--- config.mk ---
export PLATFORM = sky130hd
export DESIGN_NAME = usr_uart
export DESIGN_NICKNAME = d
export VERILOG_FILES = /design/src/pkg/usr_pkg.sv /design/src/usr_uart.sv /design/src/usr_fifo.sv /design/src/usr_baud.sv
export SDC_FILE = /design/constraint.sdc
export NUM_CORES = 1
export LEC_CHECK = 0
export BUFFER_PORTS_ARGS = -buffer_cell sky130_fd_sc_hd__buf_4
export CAP_MARGIN = 20
export CELL_PAD_IN_SITES_DETAIL_PLACEMENT = 1
export CELL_PAD_IN_SITES_GLOBAL_PLACEMENT = 1
export CORE_MARGIN = 2
export CORE_UTILIZATION = 51
export DETAILED_ROUTE_END_ITERATION = 10
export PLACE_DENSITY = 0.91
export SLEW_MARGIN = 20
export SYNTH_ARGS = -nofsm -noshare
export SYNTH_HDL_FRONTEND = slang
export SYNTH_HIERARCHICAL = 1
export SYNTH_SLANG_ARGS = --single-unit
--- constraint.sdc ---
create_clock -name pclk -period 4.05 [get_ports pclk]
set_input_delay 0.81 -clock pclk [delete_from_list [all_inputs] [get_ports pclk]]
set_output_delay 0.81 -clock pclk [all_outputs]
set_load 0.03 [all_outputs]
--- src/pkg/usr_pkg.sv ---
package usr_pkg;
	localparam logic [7:0] OFS_DATA = 8'h00;
	localparam logic [7:0] OFS_IER = 8'h04;
	localparam logic [7:0] OFS_IIR = 8'h08;
	localparam logic [7:0] OFS_LCR = 8'h0C;
	localparam logic [7:0] OFS_MCR = 8'h10;
	localparam logic [7:0] OFS_LSR = 8'h14;
	localparam logic [7:0] OFS_MSR = 8'h18;
	localparam logic [7:0] OFS_SCR = 8'h1C;
	localparam logic [7:0] OFS_ACR = 8'h20;
	localparam logic [7:0] OFS_ICR = 8'h24;
	localparam logic [7:0] OFS_FDR = 8'h28;
	localparam logic [7:0] OFS_OSR = 8'h2C;
	localparam logic [7:0] OFS_TER = 8'h30;
	localparam logic [7:0] OFS_SCI = 8'h48;
	localparam logic [7:0] OFS_MDC = 8'h4C;
	localparam logic [7:0] OFS_ADR = 8'h50;
	localparam logic [7:0] OFS_DLY = 8'h54;
	localparam logic [7:0] OFS_SYNC = 8'h58;

	localparam logic [7:0] RST_DLL = 8'h01;
	localparam logic [7:0] RST_FDR = 8'h10;
	localparam logic [7:0] RST_OSR = 8'hF0;
	localparam logic [7:0] RST_TER = 8'h80;

	localparam int DATA_W = 8;
	localparam int FIFO_DEPTH = 16;
	localparam int FIFO_AW = 4;
	localparam logic [4:0] TRIG_LVL0 = 5'h01;
	localparam logic [4:0] TRIG_LVL1 = 5'h04;
	localparam logic [4:0] TRIG_LVL2 = 5'h08;
	localparam logic [4:0] TRIG_LVL3 = 5'h0E;

	localparam int LCR_DIVISOR_LATCH_SELECT = 7;
	localparam int LCR_BRK = 6;
	localparam int LCR_EVEN = 4;
	localparam int LCR_PEN = 3;
	localparam int LCR_STOP2 = 2;
	localparam int MCR_DTR = 0;
	localparam int MCR_RTS = 1;
	localparam int MCR_CTSEN = 7;
	localparam int TER_TXEN = 7;
	localparam int SCI_EN = 0;
	localparam int MDC_DCTRL = 4;
	localparam int MDC_OINV = 5;
	localparam int FCR_EN = 0;
	localparam int FCR_RXCLR = 1;
	localparam int FCR_TXCLR = 2;
	localparam int IER_RDA = 0;
	localparam int IER_THRE = 1;
	localparam int IER_RLS = 2;

	localparam logic [2:0] IID_RLS = 3'h3;
	localparam logic [2:0] IID_RDA = 3'h2;
	localparam logic [2:0] IID_THRE = 3'h1;
	localparam logic [2:0] IID_NONE = 3'h0;

	typedef enum logic [2:0] {
		USR_IDLE = 3'b000,
		USR_START = 3'b001,
		USR_DATA = 3'b010,
		USR_PARITY = 3'b011,
		USR_STOP = 3'b100
	} usr_bit_t;
endpackage : usr_pkg

--- src/usr_uart.sv ---
`timescale 1ns/1ps
// Function
// RULE1 - LINE_CONTROL bit 7 banks offsets to divisor
// RULE2 - Offset 0 read pops receive FIFO
// RULE3 - Offset 0 write queues transmit byte
// RULE4 - Banked offset 0 is divisor low, reset 01
// RULE5 - Banked offset 4 is divisor high, reset 0
// RULE6 - Offset 4 holds seven interrupt enables
// RULE7 - Offset 8 read gives interrupt identification
// RULE8 - Offset 8 write goes to FIFO control
// RULE9 - Offset 14h line status, reset 60h
// RULE10 - Transmit enable register halts transmitter
// RULE11 - Scratch byte at 1Ch, no effect
// RULE12 - Unassigned offsets are reserved
// RULE13 - Sixteen byte receive and transmit FIFOs
// RULE14 - Receive trigger at 1, 4, 8, 14
// RULE15 - Fractional divider and oversampling registers
// RULE16 - Transmit pin bidirectional in smart card
// RULE17 - RTS doubles as RS-485 direction
// RULE18 - Software assigns pins before enabling clocks
// RULE19 - Divisor zero acts as one
// RULE20 - First bit in bit 0, upper zero
// RULE21 - Word aligned offsets, low byte meaningful
// RULE22 - Banking touches only offsets 0 and 4
module usr_uart
	import usr_pkg::*;
(
	input wire logic pclk,
	input wire logic presetn,
	input wire logic ce,
	input wire logic psel,
	input wire logic penable,
	input wire logic pwrite,
	input wire logic [7:0] paddr,
	input wire logic [31:0] pwdata,
	output logic [31:0] prdata,
	output logic pready,
	output logic pslverr,
	input wire logic rxd,
	output logic txd_out,
	output logic txd_oe,
	input wire logic txd_in,
	output logic rts_n,
	input wire logic cts_n,
	output logic dtr_n,
	input wire logic dsr_n,
	input wire logic dcd_n,
	input wire logic ri_n
);
	typedef struct packed {
		logic pready;
		logic pslverr;
		logic [31:0] prdata;
		logic [7:0] dll;
		logic [7:0] divisor_high_byte;
		logic [6:0] interrupt_enables;
		logic fifo_en;
		logic [1:0] trig;
		logic [7:0] line_control;
		logic [7:0] modem_control;
		logic [7:0] scratch_pad;
		logic [7:0] autobaud_control;
		logic [7:0] infrared_control;
		logic [7:0] fractional_divider;
		logic [7:0] oversampling_control;
		logic [7:0] transmit_enable;
		logic [7:0] sci;
		logic [7:0] mdc;
		logic [7:0] adr;
		logic [7:0] dly;
		logic [7:0] sync;
		logic oe;
		logic pe;
		logic fe;
		logic thre_int;
		logic tx_empty_d;
		logic [3:0] msr_prev;
		logic [3:0] msr_delta;
		usr_bit_t tx_st;
		logic [7:0] tx_sh;
		logic [2:0] tx_cnt;
		logic [3:0] tx_os;
		logic tx_par;
		logic tx_bit;
		usr_bit_t rx_st;
		logic [7:0] rx_sh;
		logic [2:0] rx_cnt;
		logic [3:0] rx_os;
		logic rx_par;
		logic rx_perr;
		logic txd;
		logic txd_oe;
		logic rts_n;
		logic dtr_n;
	} usr_state_t;

	localparam usr_state_t RST = '{
		dll: RST_DLL,
		fractional_divider: RST_FDR,
		oversampling_control: RST_OSR,
		transmit_enable: RST_TER,
		tx_empty_d: 1'b1,
		tx_st: USR_IDLE,
		rx_st: USR_IDLE,
		tx_bit: 1'b1,
		txd: 1'b1,
		txd_oe: 1'b1,
		rts_n: 1'b1,
		dtr_n: 1'b1,
		default: '0
	};

	usr_state_t s;
	usr_state_t next_s;

	logic tick;
	logic tx_push;
	logic tx_pop;
	logic tx_clr;
	logic [7:0] tx_rdata;
	logic tx_full;
	logic tx_empty;
	logic rx_push;
	logic rx_pop;
	logic rx_clr;
	logic [7:0] rx_rdata;
	logic [4:0] rx_level;
	logic rx_full;
	logic rx_empty;
	logic divisor_latch_select;
	logic hit;
	logic [7:0] rd;
	logic [4:0] trig_lvl;
	logic rls;
	logic rda;
	logic thp;
	logic [2:0] iid;
	logic [7:0] interrupt_identification;
	logic [7:0] line_status;
	logic [3:0] msr_now;
	logic [2:0] last_bit;
	logic [3:0] half;
	logic rx_src;

	usr_baud u_baud (
		.pclk(pclk),
		.presetn(presetn),
		.ce(ce),
		.fractional_divider(s.fractional_divider),
		.divisor({s.divisor_high_byte, s.dll}), // RULE5
		.tick(tick)
	);

	usr_fifo u_tx_fifo ( // RULE13
		.pclk(pclk),
		.presetn(presetn),
		.ce(ce),
		.clr(tx_clr),
		.push(tx_push),
		.wdata(pwdata[7:0]),
		.pop(tx_pop),
		.rdata(tx_rdata),
		.level(),
		.full(tx_full),
		.empty(tx_empty)
	);

	usr_fifo u_rx_fifo ( // RULE13
		.pclk(pclk),
		.presetn(presetn),
		.ce(ce),
		.clr(rx_clr),
		.push(rx_push),
		.wdata(s.rx_sh),
		.pop(rx_pop),
		.rdata(rx_rdata),
		.level(rx_level),
		.full(rx_full),
		.empty(rx_empty)
	);

	assign prdata = s.prdata;
	assign pready = s.pready;
	assign pslverr = s.pslverr;
	assign txd_out = s.txd;
	assign txd_oe = s.txd_oe;
	assign rts_n = s.rts_n;
	assign dtr_n = s.dtr_n;

	always_comb begin
		next_s = s;
		tx_push = 1'b0;
		tx_pop = 1'b0;
		tx_clr = 1'b0;
		rx_push = 1'b0;
		rx_pop = 1'b0;
		rx_clr = 1'b0;
		hit = 1'b0;
		rd = 8'h00;
		divisor_latch_select = s.line_control[LCR_DIVISOR_LATCH_SELECT]; // RULE1
		case (s.trig) // RULE14
			2'h0: trig_lvl = TRIG_LVL0;
			2'h1: trig_lvl = TRIG_LVL1;
			2'h2: trig_lvl = TRIG_LVL2;
			default: trig_lvl = TRIG_LVL3;
		endcase
		rls = s.interrupt_enables[IER_RLS] & (s.oe | s.pe | s.fe);
		rda = s.interrupt_enables[IER_RDA] & (rx_level >= trig_lvl);
		thp = s.interrupt_enables[IER_THRE] & s.thre_int;
		iid = rls ? IID_RLS : rda ? IID_RDA : thp ? IID_THRE : IID_NONE;
		interrupt_identification = {s.fifo_en, s.fifo_en, 2'h0, iid, ~(rls | rda | thp)}; // RULE7
		line_status = {s.oe | s.pe | s.fe, tx_empty & (s.tx_st == USR_IDLE), tx_empty, 1'b0,
			s.fe, s.pe, s.oe, ~rx_empty}; // RULE9
		msr_now = {~dcd_n, ~ri_n, ~dsr_n, ~cts_n};
		last_bit = 3'(s.line_control[1:0]) + 3'h4;
		half = {1'b0, s.oversampling_control[7:5]};
		// Smart card mode receives on the shared data pin
		rx_src = s.sci[SCI_EN] ? txd_in : rxd;

		// Banking only matters at offsets 0 and 4
		case (paddr) // RULE22
			OFS_DATA: begin
				hit = 1'b1;
				rd = divisor_latch_select ? s.dll : (rx_empty ? 8'h00 : rx_rdata); // RULE2
			end
			OFS_IER: begin
				hit = 1'b1;
				rd = divisor_latch_select ? s.divisor_high_byte : {1'b0, s.interrupt_enables}; // RULE5
			end
			OFS_IIR: begin
				hit = 1'b1;
				rd = interrupt_identification;
			end
			OFS_LCR: begin
				hit = 1'b1;
				rd = s.line_control;
			end
			OFS_MCR: begin
				hit = 1'b1;
				rd = s.modem_control;
			end
			OFS_LSR: begin
				hit = 1'b1;
				rd = line_status;
			end
			OFS_MSR: begin
				hit = 1'b1;
				rd = {msr_now, s.msr_delta};
			end
			OFS_SCR: begin
				hit = 1'b1;
				rd = s.scratch_pad; // RULE11
			end
			OFS_ACR: begin
				hit = 1'b1;
				rd = s.autobaud_control;
			end
			OFS_ICR: begin
				hit = 1'b1;
				rd = s.infrared_control;
			end
			OFS_FDR: begin
				hit = 1'b1;
				rd = s.fractional_divider;
			end
			OFS_OSR: begin
				hit = 1'b1;
				rd = s.oversampling_control;
			end
			OFS_TER: begin
				hit = 1'b1;
				rd = s.transmit_enable;
			end
			OFS_SCI: begin
				hit = 1'b1;
				rd = s.sci;
			end
			OFS_MDC: begin
				hit = 1'b1;
				rd = s.mdc;
			end
			OFS_ADR: begin
				hit = 1'b1;
				rd = s.adr;
			end
			OFS_DLY: begin
				hit = 1'b1;
				rd = s.dly;
			end
			OFS_SYNC: begin
				hit = 1'b1;
				rd = s.sync;
			end
			default: begin
				hit = 1'b0; // RULE12
				rd = 8'h00;
			end
		endcase

		// One wait state: data and error are registered on the same edge that raises pready
		if (psel && penable && !s.pready) begin
			next_s.pready = 1'b1;
			next_s.pslverr = ~hit; // RULE12
			next_s.prdata = {24'h000000, pwrite ? 8'h00 : rd}; // RULE21
		end
		if (psel && penable && s.pready) begin
			next_s.pready = 1'b0;
			next_s.pslverr = 1'b0;
			if (!s.pslverr && pwrite) begin
				case (paddr)
					OFS_DATA: begin
						if (divisor_latch_select) begin
							next_s.dll = pwdata[7:0]; // RULE4
						end else begin
							tx_push = 1'b1; // RULE3
							next_s.thre_int = 1'b0;
						end
					end
					OFS_IER: begin
						if (divisor_latch_select) begin
							next_s.divisor_high_byte = pwdata[7:0]; // RULE5
						end else begin
							next_s.interrupt_enables = pwdata[6:0]; // RULE6
							if (pwdata[IER_THRE] && !s.interrupt_enables[IER_THRE] && tx_empty) begin
								next_s.thre_int = 1'b1;
							end
						end
					end
					OFS_IIR: begin
						next_s.fifo_en = pwdata[FCR_EN]; // RULE8
						next_s.trig = pwdata[7:6];
						rx_clr = pwdata[FCR_RXCLR];
						tx_clr = pwdata[FCR_TXCLR];
					end
					OFS_LCR: next_s.line_control = pwdata[7:0];
					OFS_MCR: next_s.modem_control = pwdata[7:0];
					OFS_SCR: next_s.scratch_pad = pwdata[7:0]; // RULE11
					OFS_ACR: next_s.autobaud_control = pwdata[7:0];
					OFS_ICR: next_s.infrared_control = pwdata[7:0];
					OFS_FDR: next_s.fractional_divider = pwdata[7:0]; // RULE15
					OFS_OSR: next_s.oversampling_control = pwdata[7:0]; // RULE15
					OFS_TER: next_s.transmit_enable = pwdata[7:0]; // RULE10
					OFS_SCI: next_s.sci = pwdata[7:0];
					OFS_MDC: next_s.mdc = pwdata[7:0];
					OFS_ADR: next_s.adr = pwdata[7:0];
					OFS_DLY: next_s.dly = pwdata[7:0];
					OFS_SYNC: next_s.sync = pwdata[7:0];
					default: next_s.sync = s.sync;
				endcase
			end else if (!s.pslverr) begin
				case (paddr)
					OFS_DATA: rx_pop = ~divisor_latch_select; // RULE2
					OFS_IIR: begin
						if (iid == IID_THRE) begin
							next_s.thre_int = 1'b0;
						end
					end
					OFS_LSR: begin
						next_s.oe = 1'b0;
						next_s.pe = 1'b0;
						next_s.fe = 1'b0;
					end
					OFS_MSR: next_s.msr_delta = 4'h0;
					default: next_s.sync = s.sync;
				endcase
			end
		end

		// Events come after the clears so a same-cycle event survives
		next_s.msr_delta = next_s.msr_delta | (msr_now ^ s.msr_prev);
		next_s.msr_prev = msr_now;
		if (tx_empty && !s.tx_empty_d) begin
			next_s.thre_int = 1'b1;
		end
		next_s.tx_empty_d = tx_empty;

		if (tick) begin
			case (s.tx_st)
				USR_IDLE: begin
					next_s.tx_bit = 1'b1;
					// CTS gating only when auto flow is on
					if (!tx_empty && s.transmit_enable[TER_TXEN] && (!s.modem_control[MCR_CTSEN] || !cts_n)) begin // RULE10
						tx_pop = 1'b1;
						next_s.tx_sh = tx_rdata;
						next_s.tx_st = USR_START;
						next_s.tx_os = 4'h0;
						next_s.tx_par = 1'b0;
						next_s.tx_bit = 1'b0;
					end
				end
				default: begin
					next_s.tx_os = s.tx_os + 4'h1;
					if (s.tx_os == s.oversampling_control[7:4]) begin // RULE15
						next_s.tx_os = 4'h0;
						case (s.tx_st)
							USR_START, USR_DATA: begin
								if (s.tx_st == USR_DATA && s.tx_cnt == last_bit) begin
									next_s.tx_cnt = 3'h0;
									if (s.line_control[LCR_PEN]) begin
										next_s.tx_st = USR_PARITY;
										next_s.tx_bit = s.line_control[LCR_EVEN] ? s.tx_par : ~s.tx_par;
									end else begin
										next_s.tx_st = USR_STOP;
										next_s.tx_bit = 1'b1;
									end
								end else begin
									next_s.tx_cnt = (s.tx_st == USR_START) ? 3'h0 : s.tx_cnt + 3'h1;
									next_s.tx_st = USR_DATA;
									next_s.tx_bit = s.tx_sh[0];
									next_s.tx_par = s.tx_par ^ s.tx_sh[0];
									next_s.tx_sh = {1'b0, s.tx_sh[7:1]};
								end
							end
							USR_PARITY: begin
								next_s.tx_st = USR_STOP;
								next_s.tx_bit = 1'b1;
							end
							default: begin
								if (s.line_control[LCR_STOP2] && s.tx_cnt == 3'h0) begin
									next_s.tx_cnt = 3'h1;
								end else begin
									next_s.tx_cnt = 3'h0;
									next_s.tx_st = USR_IDLE;
								end
							end
						endcase
					end
				end
			endcase

			case (s.rx_st)
				USR_IDLE: begin
					if (!rx_src) begin
						next_s.rx_st = USR_START;
						next_s.rx_os = 4'h0;
					end
				end
				USR_START: begin
					next_s.rx_os = s.rx_os + 4'h1;
					// Mid-bit recheck rejects glitches
					if (s.rx_os == half) begin
						next_s.rx_os = 4'h0;
						next_s.rx_st = rx_src ? USR_IDLE : USR_DATA;
						next_s.rx_cnt = 3'h0;
						next_s.rx_sh = 8'h00; // RULE20
						next_s.rx_par = 1'b0;
						next_s.rx_perr = 1'b0;
					end
				end
				default: begin
					next_s.rx_os = s.rx_os + 4'h1;
					if (s.rx_os == s.oversampling_control[7:4]) begin
						next_s.rx_os = 4'h0;
						case (s.rx_st)
							USR_DATA: begin
								next_s.rx_sh[s.rx_cnt] = rx_src; // RULE20
								next_s.rx_par = s.rx_par ^ rx_src;
								next_s.rx_cnt = s.rx_cnt + 3'h1;
								if (s.rx_cnt == last_bit) begin
									next_s.rx_st = s.line_control[LCR_PEN] ? USR_PARITY : USR_STOP;
								end
							end
							USR_PARITY: begin
								next_s.rx_perr = rx_src != (s.line_control[LCR_EVEN] ? s.rx_par : ~s.rx_par);
								next_s.rx_st = USR_STOP;
							end
							default: begin
								next_s.rx_st = USR_IDLE;
								next_s.fe = next_s.fe | ~rx_src;
								next_s.pe = next_s.pe | s.rx_perr;
								next_s.oe = next_s.oe | rx_full;
								rx_push = ~rx_full;
							end
						endcase
					end
				end
			endcase
		end

		next_s.txd = next_s.tx_bit & ~next_s.line_control[LCR_BRK];
		// Smart card line is open drain: drive only the low level
		next_s.txd_oe = ~next_s.sci[SCI_EN] | ~next_s.txd; // RULE16
		next_s.rts_n = next_s.mdc[MDC_DCTRL] ?
			((next_s.tx_st == USR_IDLE) ^ next_s.mdc[MDC_OINV]) : ~next_s.modem_control[MCR_RTS]; // RULE17
		next_s.dtr_n = ~next_s.modem_control[MCR_DTR];
	end

	always_ff @(posedge pclk or negedge presetn) begin
		if (!presetn) begin
			s <= RST;
		end else if (ce) begin
			s <= next_s;
		end
	end
endmodule : usr_uart

--- src/usr_fifo.sv ---
`timescale 1ns/1ps
module usr_fifo
	import usr_pkg::*;
#(
	parameter int WIDTH = DATA_W,
	parameter int DEPTH = FIFO_DEPTH,
	parameter int AW = FIFO_AW
) (
	input wire logic pclk,
	input wire logic presetn,
	input wire logic ce,
	input wire logic clr,
	input wire logic push,
	input wire logic [WIDTH-1:0] wdata,
	input wire logic pop,
	output logic [WIDTH-1:0] rdata,
	output logic [AW:0] level,
	output logic full,
	output logic empty
);
	typedef struct packed {
		logic [DEPTH-1:0][WIDTH-1:0] mem;
		logic [AW-1:0] wp;
		logic [AW-1:0] rp;
		logic [AW:0] cnt;
	} usr_fifo_t;

	usr_fifo_t s;
	usr_fifo_t next_s;
	logic do_push;
	logic do_pop;

	assign rdata = s.mem[s.rp];
	assign level = s.cnt;
	assign full = (s.cnt == (AW+1)'(DEPTH));
	assign empty = (s.cnt == '0);

	always_comb begin
		next_s = s;
		do_push = push & ~full;
		do_pop = pop & ~empty;
		if (do_push) begin
			next_s.mem[s.wp] = wdata;
			next_s.wp = s.wp + 1'b1;
		end
		if (do_pop) begin
			next_s.rp = s.rp + 1'b1;
		end
		next_s.cnt = s.cnt + (AW+1)'(do_push) - (AW+1)'(do_pop);
		if (clr) begin
			next_s.wp = '0;
			next_s.rp = '0;
			next_s.cnt = '0;
		end
	end

	always_ff @(posedge pclk or negedge presetn) begin
		if (!presetn) begin
			s <= '0;
		end else if (ce) begin
			s <= next_s;
		end
	end
endmodule : usr_fifo

--- src/usr_baud.sv ---
`timescale 1ns/1ps
module usr_baud
	import usr_pkg::*;
(
	input wire logic pclk,
	input wire logic presetn,
	input wire logic ce,
	input wire logic [7:0] fractional_divider,
	input wire logic [15:0] divisor,
	output logic tick
);
	typedef struct packed {
		logic [4:0] acc;
		logic [15:0] cnt;
		logic tick;
	} usr_baud_t;

	usr_baud_t s;
	usr_baud_t next_s;
	logic [4:0] sum;
	logic [4:0] mul;
	logic [15:0] top;

	assign tick = s.tick;

	always_comb begin
		next_s = s;
		next_s.tick = 1'b0;
		mul = {1'b0, fractional_divider[7:4]};
		sum = s.acc + {1'b0, fractional_divider[3:0]};
		// Zero divisor counts as one
		top = (divisor == 16'h0000) ? 16'h0000 : divisor - 16'h0001; // RULE19
		// Fraction swallows a clock on each overflow, stretching the period
		if (fractional_divider[3:0] != 4'h0 && sum >= mul) begin
			next_s.acc = sum - mul;
		end else begin
			next_s.acc = (fractional_divider[3:0] != 4'h0) ? sum : 5'h00;
			if (s.cnt >= top) begin
				next_s.cnt = 16'h0000;
				next_s.tick = 1'b1;
			end else begin
				next_s.cnt = s.cnt + 16'h0001;
			end
		end
	end

	always_ff @(posedge pclk or negedge presetn) begin
		if (!presetn) begin
			s <= '0;
		end else if (ce) begin
			s <= next_s;
		end
	end
endmodule : usr_baud

# Word level (Yosys, flattened, before mapping)
# Index checks and enable logic that the tools add are counted.
# Widths: inputs -> output; s select.
# op_classes
add_sub_neg	17
magnitude_cmp	11
n_eq_ne	44
muxes	133
bitwise	45
n_reduce_logical	85
# op_table
cell	count
$bwmux 128	2
$mux 8	23
$pmux 8 s18	1
$mux 107	1
$mux 95	1
$bmux 8 s4	2
$demux 8 s4	2
$mux 20	3
$reduce_and 4->1	14
$mux 1	44
$mux 3	14
$eq 8x6->1 const B	5
$eq 8x7->1 const B	5
$mux 4	10
$mux 40	1
$mux 34	1
$mux 11	3
$eq 8x5->1 const B	4
$mux 16	2
$mux 13	2
$add 4x1->4 const B	6
$pmux 3 s2	4
$reduce_and 6->1	4
$not 1->1	23
64 further kinds	158
# word_totals
reg_bits	501

# Logic depth before layout (Yosys ltp)
# Gate-level depths: netlist of run 1.
# depth
ltp_word	17
mapped_depth	17
ltp_nobuf	15

# Hierarchy
# Netlist of run 1, hierarchy kept.
# modules_own_cells
module	n_inst	cells_per_inst	area_per_inst_um2
usr_uart	1	999	10631.4
usr_fifo (u_rx_fifo)	1	496	6842.8
usr_fifo (u_tx_fifo)	1	496	6840.3
usr_baud	1	254	2153.3

# Worst setup path before layout of run 1
# OpenSTA, ideal clock, no wires.
# synth_path
path_type	input-to-reg
start	input port paddr[4]
end	register u_tx_fifo.s (netlist bit u_tx_fifo/level[4])
setup_time_ns	0.135
arrival_ns	4.047
slack_ns	-0.132
cell_stages	15
path_buffers	3
cell_sequence	or4_1 -> clkbuf_1 -> clkbuf_1 -> nor3_1 -> and2_0 -> clkbuf_1 -> inv_1 -> ha_1 -> inv_1 -> ha_1 -> fa_1 -> a21oi_1 -> o21ai_0 -> a221oi_1 -> o31ai_1
# synth_via
elab_chain_cells	8
# synth_lines
element	line_no	text
start: declaration	usr_uart.sv:34	input wire logic [7:0] paddr,
$logic_not 8->1	usr_uart.sv:310	case (paddr)
$mux 1	usr_uart.sv:310	
$mux 1	usr_uart.sv:309	if (!s.pslverr && pwrite) begin
$mux 1	usr_uart.sv:306	if (psel && penable && s.pready) begin
via tx_push	usr_uart.sv:117	logic tx_push;
$and 1x1->1	usr_fifo.sv:40	do_push = push & ~full;
$add 5x1->5	usr_fifo.sv:49	next_s.cnt = s.cnt + (AW+1)'(do_push) - (AW+1)'(do_pop);
$sub 5x1->5	usr_fifo.sv:49	
$mux 13	usr_fifo.sv:50	if (clr) begin
end signal: assignment	usr_fifo.sv:61	s <= next_s;
end: declaration	usr_fifo.sv:28	usr_fifo_t s;
# The timed path passes the listed nets, and every way through them passes these cells.
# A chain may end at the register's enable or synchronous reset.

# Worst setup path in the final report of run 1
# layout_path
start	register u_tx_fifo.s (netlist bit u_tx_fifo/level[3])
end	register u_tx_fifo.s (netlist bit u_tx_fifo/level[4])
# layout_via
elab_chain_cells	10
# layout_lines
element	line_no	text
$logic_not 5->1	usr_fifo.sv:36	assign empty = (s.cnt == '0);
via line_status[5]	usr_uart.sv:139	logic [7:0] line_status;
$logic_not 1->1	usr_uart.sv:382	if (!tx_empty && s.transmit_enable[TER_TXEN] && (!s.modem_control[MCR_CTSEN] || !cts_n)) begin
$logic_and 1x1->1 (2 in series)	usr_uart.sv:382	
$mux 1	usr_uart.sv:382	
$mux 1	usr_uart.sv:378	case (s.tx_st)
$mux 1	usr_uart.sv:377	if (tick) begin
via tx_pop	usr_uart.sv:118	logic tx_pop;
$and 1x1->1	usr_fifo.sv:41	do_pop = pop & ~empty;
$sub 5x1->5	usr_fifo.sv:49	
$mux 13	usr_fifo.sv:50	
# The timed path passes the listed nets, and every way through them passes these cells.

==> results of run 1 <==
-- critical path, delay by kind of cell (launching register included) --
kind                     cells  cell delay, ns
adder cells (fa/ha/maj)      4            1.18
AND/OR/NAND/NOR              3            0.97
AO/OA/AOI/OAI                5            0.81
flip-flops                   1            0.42
buffers and inverters        3            0.33
-- final cells by class --
cell class / count / area, um2
Tap cell: 680 / 851
Timing Repair Buffer: 118 / 968
Clock buffer: 83 / 1610
Inverter: 57 / 214
Multi-Input combinational cell: 1537 / 12900
Fill cell: 5129 / 21800
Clock inverter: 19 / 353
Sequential cell: 501 / 12600
-- path summary, 6_finish.rpt --
path | start | endpoint | cells past startpoint
setup / recovery | u_tx_fifo/level[3] | u_tx_fifo/level[4] | 15
hold / removal | presetn | u_rx_fifo/s[88] | 1
setup reg to reg | u_tx_fifo/level[3] | u_tx_fifo/level[4] | 15
hold reg to reg | u_tx_fifo/s[108] | u_tx_fifo/s[108] | 1
max in group asynchronous | presetn | u_tx_fifo/s[5] | 2
min in group pclk | dsr_n | s[49] | 2
-- through the flow --
stage	setup WS [ns]	utilization, %	total power [mW]	cell area [um2]
finish	0.215	57.5	12.9	29500
global placement	0.139	53.6	7.21	27500
floorplan	0.0401	-	6.76	26500
CTS	0.0290	57.4	12.9	29500
global route	0.0518	57.5	13.3	29500
detailed placement	-0.0541	53.6	7.39	27500
-- metal layers --
| layer | vias to the layer above | GRT usage (%) |
|---|---|---|
| li1 | 8267 | - |
| met4 | 2 | 17.9 |
| met3 | 388 | 7.21 |
| met5 | - | 0 |
| met2 | 1129 | 58.0 |
| met1 | 10600 | 41.1 |
-- timing repair --
action / CTS / global route
resized for setup: 1 / 4
buffers inserted: 0 / 2
pin swaps: 0 / 1
setup endpoints to repair: 1 / 14
cloned: 0 / 0
hold endpoints to repair: 0 / 0
-- state kept, by name, summed over array words and instances, names as in the netlist, 3 cells and up --
register	flops
half	3
line_status	3
prdata	8
s	175
u_baud/s	21
u_rx_fifo/level	5
u_rx_fifo/s	136
u_tx_fifo/level	5
u_tx_fifo/s	136
-- power breakdown --
group / total [mW] / internal (mW) / leakage (nW) / switching, mW
Combinational: 1.77 / 0.643 / 5.90 / 1.13
Sequential: 5.67 / 5.23 / 6.83 / 0.431
Clock: 5.51 / 3.27 / 0.958 / 2.24
==> results.ini, run 1 <==
[drt]
route.met2.wl_mm = 44.8
drt_iter0_drc = 1992
num_vias = 20400
routed_via_density = 6.81
postRouteAntennaNets = 0
avgRoutedWirePerCell_um = 30.4
wl_mm = 90.9
met1_length_mm = 34.1
wl_met3_mm = 6.92
highest_layer = met5
drc = 0
dr.pass1.iters = 8

[timing]
hold_viol = 0
worstMarginPinSlew_ns = 1.22
fin_crit_ns = 3.84
maxSlewHeadroom_pct = 17.6
clock.fmax_ghz = 0.261
grt_setup_unrepaired = false
setup_tns_ns = 0
skew_ns = 0.0588
fin_crit_sh_pct = 94.7
finalSetupViolations = 0
slew_viol_final = 0
timing.hold.ws_ns = 0.262

[placement]
hpwlAfterDp_mm = 56.4
gp_congestion = 0.976
dpl.cell_count = 2890
port_buffers = 41

[finish]
layout.nets = 2384
drive_gt1_share_pct = 30.8
fin_cells = 2995
layout_common_cells = dfrtp_1 (486), mux2_2 (387), nand2_1 (133)
antenna_cells = 0
syn_to_final_growth_pct = 11.6
final_common_cell = dfrtp_1

[pwr]
vdd_drop_max_mv = 0.354
p_leak_nw = 13.7
power.density_nw_per_um2 = 439

[setup_path]
critPathMaxFanout = 4
crit_path_cell_trace = inv_1 -> ha_1 -> or4b_4 -> inv_2 -> a2111oi_4 -> and2_1 -> and2_0 -> ha_1 -> inv_1 -> ha_1 -> fa_1 -> a21oi_1 -> o21ai_0 -> a221oi_1 -> o31ai_1
required_ns = 4.57
critical_path_class = flop to flop
cp.arrival_ns = 4.36
crit_top_cell = ha_1
end_kind = flop
crit_slowest_cell = or4b_4
ff2ff_setup_slack_ns = 0.21
worstSetupStartpointType = flop
max_stage_delay_ns = 0.52

[grt]
track_usage_pct = 34.2
grt_max_degree = 109
antenna_found_initial = 1
grt_pass1_vias = 22400
overflow = 0
grt_pass1_wl_mm = 141

[die]
core_area_um2 = 51300
pin_count = 90
die_x_um = 232
placementRows = 83
die_y_um = 232
dieArea_um2 = 53700
initial_core_util_pct = 51.5

[clock_tree]
path_clk_slew_ns = 0.06
htreeDepth = 2
cts_buffers = 55
cts.sinks = 501
cts_tree = built
clk_latency_ns = 0.66
cts_hold_buf = 0
clockBufferDepth = 3
cts-root-buf = clkbuf_16

[synthesis]
yosys_warnings = 6
syn_inst = 2240
syn_area_per_cell_um2 = 11.8
syn_area_um2 = 26400

[status]
outcome = finished clean

[run]
drv_cap = 0

[min_path]
hold_path_class = input pin to asynchronous set/reset pin

Power figures use the tool's default switching activity.
==> run 2, diff against run 1 <==
--- a/config.mk
+++ b/config.mk
@@ -9,7 +9,6 @@
 export CAP_MARGIN = 20
 export CELL_PAD_IN_SITES_DETAIL_PLACEMENT = 1
 export CELL_PAD_IN_SITES_GLOBAL_PLACEMENT = 1
-export CORE_MARGIN = 2
 export CORE_UTILIZATION = 51
 export DETAILED_ROUTE_END_ITERATION = 10
 export PLACE_DENSITY = 0.91
==> run 2 against run 1 <==
Effect of this change:
- cell count fell by 0.30%
- non-clock buffer count fell by 6
- first-iteration DRC count rose by 8.8%
- largest cell class unchanged
- highest routed layer unchanged
==> results.ini, run 2 (synthesis results as in run 1) <==
[status]
outcome = finished clean

[finish]
final_common_cell = dfrtp_1
syn_to_final_growth_pct = 10.9
seqCellArea_um2 = 12600
layout_common_cells = dfrtp_1 (486), mux2_2 (387), nand2_1 (133)
fill_cells = 5169
antenna_cells = 0
layout.nets = 2376
largest_reg_flops = 175
regMostFlops = s
reg_top3 = s x175, u_rx_fifo/s x136, u_tx_fifo/s x136
fin_cells = 2986
multi_input_area_um2 = 13000
drive_gt1_share_pct = 30.6

[clock_tree]
clockBufferDepth = 3
cts_tree = built
htreeDepth = 2
cts_buffers = 53
clk_latency_ns = 0.64
path_clk_slew_ns = 0.07
cts.sinks = 501
cts-root-buf = clkbuf_16

[setup_path]
end_kind = flop
required_ns = 4.55
cp_num_buf_inv = 1
path_delay_family = simple AND/OR/NAND/NOR gates
crit_start = s[171]
crit_path_cell_trace = nor4_1 -> nand3_1 -> nor4_1 -> xor2_1 -> nand2_1 -> ha_1 -> nand4_1 -> nor2_1 -> o2111ai_1 -> o211ai_1 -> buf_4 -> nor2_1 -> a221o_1
crit_slowest_cell = nor4_1
critical_path_class = flop to flop
worstSetupStartpointType = flop
r2r_start = s[171]
critPathMaxFanout = 5
max_stage_delay_ns = 0.53
cp.arrival_ns = 4.38
ff2ff_setup_slack_ns = 0.17

[drt]
num_vias = 20300
routed_via_density = 6.79
postRouteAntennaNets = 0
drt_iter0_drc = 2167
avgRoutedWirePerCell_um = 29.0
dr.pass1.iters = 7
drc = 0
wl_mm = 86.7

[grt]
overflow = 0
grt_max_degree = 91
grt_pass1_vias = 22100
grt_pass1_wl_mm = 135
track_usage_pct = 33.0
antenna_found_initial = 1

[die]
die_x_um = 230
initial_core_util_pct = 51.5
dieArea_um2 = 52700
pin_count = 90
core_area_um2 = 51300
placementRows = 83
die_y_um = 230

[run]
drv_cap = 0

[placement]
port_buffers = 41
gp_congestion = 0.944
hpwlAfterDp_mm = 55.2
dpl.cell_count = 2884
pre_cts_ws_ns = -0.145

[timing]
maxSlewHeadroom_pct = 26.3
worstMarginPinSlew_ns = 1.10
timing.hold.ws_ns = 0.182
finalSetupViolations = 0
setup_slack_ns = 0.168
grt_setup_unrepaired = false
slew_viol_final = 0
hold_viol = 0
skew_ns = 0.0630
setup_tns_ns = 0
clock.fmax_ghz = 0.258
fin_crit_ns = 3.88
fin_crit_sh_pct = 95.8

[pwr]
combPwrFrac_pct = 14.1
vdd_drop_max_mv = 0.380
pwr-share-seq_pct = 45.3
p_switching_mw = 3.75
p_leak_nw = 13.6
power.density_nw_per_um2 = 427
intPower_mw = 8.78
finalPower_mw = 12.5
power_switching_share_pct = 29.9
p_clk_share_pct = 40.6

[min_path]
hold_path_class = input pin to asynchronous set/reset pin

[run 2: cell count changes in the layout (fill, tap and decap cells not counted), sizes merged]
cell and change:
clkinvlp +2, inv +1, clkinv +1, clkbuf -2, bufinv -5, buf -6
[run 2: timing repair]
item	4_1_cts	5_1_grt
hold buffers	0	0
cloned	0	0
endpoints found under the setup margin	1	14
pin swaps	1	1
hold endpoints to repair	0	0
resized for setup	0	9
buffers inserted	1	2
[run 2: path summary, 6_finish.rpt]
| check | to | cells past startpoint |
|---|---|---|
| setup / recovery | u_baud/s[13] | 13 |
| hold / removal | s[59] | 1 |
| setup reg to reg | u_baud/s[13] | 13 |
| hold reg to reg | txd_out | 2 |
| max in group asynchronous | u_rx_fifo/s[22] | 2 |
| min in group pclk | s[49] | 2 |
[run 2: power by group through the flow]
stage	Sequential, mW	Clock, mW	Combinational (mW)
final	5.68	5.08	1.77
after global routing	5.71	5.30	1.91
after CTS	5.67	5.13	1.71
after detailed placement	5.75	0	1.65
after global placement	5.69	0	1.51
after floorplan	5.49	0	1.26
[run 2: layout make-up]
class	count	share of cell area, %
Clock buffer	81	5.36
Clock inverter	18	0.790
Inverter	57	0.730
Sequential cell	501	42.8
Timing Repair Buffer	112	3.19
Tap cell	680	2.90
Multi-Input combinational cell	1537	44.2
[run 2: through the flow]
stage / instance area, um2 / utilization (%)
final: 29300 / 57.1
after global routing: 29300 / 57.1
after CTS: 29300 / 57.0
after floorplan: 26500 / -
after global placement: 27500 / 53.5
after detailed placement: 27500 / 53.5
[run 2: layer usage]
layer | share of wire, % | up-vias | GRT usage, %
li1 | - | 8263 | -
met5 | 0.010 | - | 0
met3 | 7.2 | 345 | 5.73
met4 | 5.1 | 2 | 15.3
met1 | 38 | 10500 | 41.3
met2 | 50 | 1130 | 55.7
==> run 3, diff against run 2 <==
--- a/config.mk
+++ b/config.mk
@@ -9,9 +9,9 @@
 export CAP_MARGIN = 20
 export CELL_PAD_IN_SITES_DETAIL_PLACEMENT = 1
 export CELL_PAD_IN_SITES_GLOBAL_PLACEMENT = 1
-export CORE_UTILIZATION = 51
+export CORE_UTILIZATION = 55
 export DETAILED_ROUTE_END_ITERATION = 10
-export PLACE_DENSITY = 0.91
+export PLACE_DENSITY = 0.95
 export SLEW_MARGIN = 20
 export SYNTH_ARGS = -nofsm -noshare
 export SYNTH_HDL_FRONTEND = slang
==> constraint.sdc (replaced) <==
create_clock -name pclk -period 4.8 [get_ports pclk]
set_input_delay 0.96 -clock pclk [delete_from_list [all_inputs] [get_ports pclk]]
set_output_delay 0.96 -clock pclk [all_outputs]
set_load 0.03 [all_outputs]
==> run 3 against run 2 <==
Effect of this change:
- clock skew shrank 0.024 ns
- fmax shrank 14%
- global-route usage grew 6.4 points
- first-iteration DRC count grew 23%
- clock power shrank 16%
- wire length grew 11%
- cell count shrank 3.7%
- die area shrank 7.2%
- largest power group unchanged
==> results.ini, run 3 (synthesis results as in run 1) <==
[grt]
grt_util_met3_pct = 9.79
grt_use_met2_pct = 64.6
grtUsageMet1_pct = 46.3
antenna_found_initial = 2
grt_pass1_vias = 23100
overflow = 0
track_usage_pct = 39.4
grt_max_degree = 124
grt_most_used_layer = met2
grt_pass1_wl_mm = 147

[timing]
finalSetupViolations = 0
slew_viol_final = 0
maxSlewHeadroom_pct = 24.6
hold_viol = 0
grt_setup_unrepaired = false
fin_crit_sh_pct = 93.7
clock.fmax_ghz = 0.222
fin_crit_ns = 4.50
skew_ns = 0.0393
worstMarginPinSlew_ns = 1.13
setup_tns_ns = 0

[pwr]
combPwrFrac_pct = 14.4
power.density_nw_per_um2 = 366
power_switching_share_pct = 30.7
p_switching_mw = 3.25
p_leak_nw = 13.4
intPower_mw = 7.32
vdd_drop_max_mv = 0.362
finalPower_mw = 10.6
p_clk_share_pct = 40.2
pwr-share-seq_pct = 45.4

[setup_path]
cp_num_buf_inv = 0
critical_path_class = flop to flop
critPathMaxFanout = 12
path_delay_family = simple AND/OR/NAND/NOR gates
crit_slowest_cell = nor4_1
r2r_cells = 12
cp.arrival_ns = 4.96
crit_top_cell = nor4_1
r2r_start = s[184]
r2r_end = u_baud/s[16]
crit_path_cell_trace = nor4_1 -> nand3_1 -> nor4_1 -> xor2_1 -> nand2_1 -> ha_1 -> nand4_1 -> nor2_1 -> o2111ai_1 -> o211ai_1 -> nor2b_2 -> a21oi_1
worstSetupStartpointType = flop
required_ns = 5.26
ff2ff_setup_slack_ns = 0.30
end_kind = flop
max_stage_delay_ns = 0.83

[clock_tree]
cts_hold_buf = 0
cts_tree = built
cts-root-buf = clkbuf_16
cts_buffers = 53
cts_setup_buffers = 0
path_clk_slew_ns = 0.06
htreeDepth = 2
cts.sinks = 501
clk_latency_ns = 0.63
clockBufferDepth = 3

[placement]
port_buffers = 41
gp_congestion = 0.971
dpl.cell_count = 2779
hpwlAfterDp_mm = 55.8
dpl_cell_area_um2 = 27100

[drt]
num_vias = 21100
drc = 0
dr.pass1.iters = 7
postRouteAntennaNets = 0
avgRoutedWirePerCell_um = 33.4
wl_mm = 96.0
routed_via_density = 7.33
drt_iter0_drc = 2662

[die]
initial_core_util_pct = 56.3
placementRows = 79
dieArea_um2 = 48900
core_area_um2 = 47000
pin_count = 90
die_x_um = 221
die_y_um = 221

[finish]
fin_util_pct = 61.4
reg_top3 = s x175, u_rx_fifo/s x136, u_tx_fifo/s x136
layout.nets = 2341
regMostFlops = s
fin_cells = 2877
largest_reg_flops = 175
drive_gt1_share_pct = 29.2
final_common_cell = dfrtp_1
syn_to_final_growth_pct = 9.10
antenna_cells = 0
layout_common_cells = dfrtp_1 (486), mux2_2 (387), nand2_1 (133)
fin_area_um2 = 28800

[run]
drv_cap = 0

[min_path]
hold_path_class = input pin to asynchronous set/reset pin

[status]
outcome = finished clean

==> run 3: cell types whose count changed in the layout (fill, tap and decap cells not counted), sizes merged <==
cell      delta
clkinvlp     -1
clkbuf       -2
inv          -2
buf         -35
clkinv       +4
==> run 3: worst max path at each step <==
stage               startpoint                  to  slack (ns)  cells after the start
floorplan             paddr[4]  u_tx_fifo/level[4]        0.47                     15
global placement      paddr[1]  u_tx_fifo/level[4]        0.51                     16
detailed placement    paddr[1]  u_tx_fifo/level[4]        0.23                     16
CTS                     s[184]         u_baud/s[3]        0.24                     12
global route            s[184]        u_baud/s[16]        0.03                     12
finish                  s[184]        u_baud/s[16]        0.30                     12
==> run 3: metal layers <==
layer / vias to the layer above / routed length, um
met5: - / 11
met2: 1556 / 46300
met4: 2 / 6890
li1: 8216 / -
met3: 537 / 9120
met1: 10800 / 33700
==> run 3: layout make-up <==
type	count	area, um2
Fill cell	4595	18100
Multi-Input combinational cell	1537	12900
Sequential cell	501	12600
Clock buffer	79	1540
Tap cell	607	759
Timing Repair Buffer	77	648
Inverter	57	214
Clock inverter	19	201
==> run 3: worst reg2reg max path, stage by stage (launching register included) <==
cell and delay (ns):
dfrtp_1 0.43, nor4_1 0.83, nand3_1 0.35, nor4_1 0.36, xor2_1 0.21, nand2_1 0.12, ha_1 0.36, nand4_1 0.17
nor2_1 0.18, o2111ai_1 0.17, o211ai_1 0.43, nor2b_2 0.60, a21oi_1 0.15
==> run 3: power groups by stage <==
stage	clock, mW	combinational [mW]	sequential, mW
3_3_place_gp	0	1.25	4.79
2_1_floorplan	0	1.07	4.64
6_report	4.25	1.52	4.80
4_1_cts	4.27	1.47	4.79
5_1_grt	4.40	1.60	4.82
3_5_place_dp	0	1.38	4.84
==> run 3: per-stage QoR <==
stage          setup WS (ns)  hold WS, ns
2_1_floorplan          0.468        0.451
3_3_place_gp           0.509        0.471
3_5_place_dp           0.225        0.487
4_1_cts                0.241        0.345
5_1_grt               0.0292        0.368
6_report               0.301        0.311
==> run 3: what timing repair did <==
| action | 4_1_cts | 5_1_grt |
|---|---|---|
| resized for setup | 0 | 1 |
| setup endpoints to repair | 0 | 12 |
| endpoints found under the hold margin | 0 | 0 |
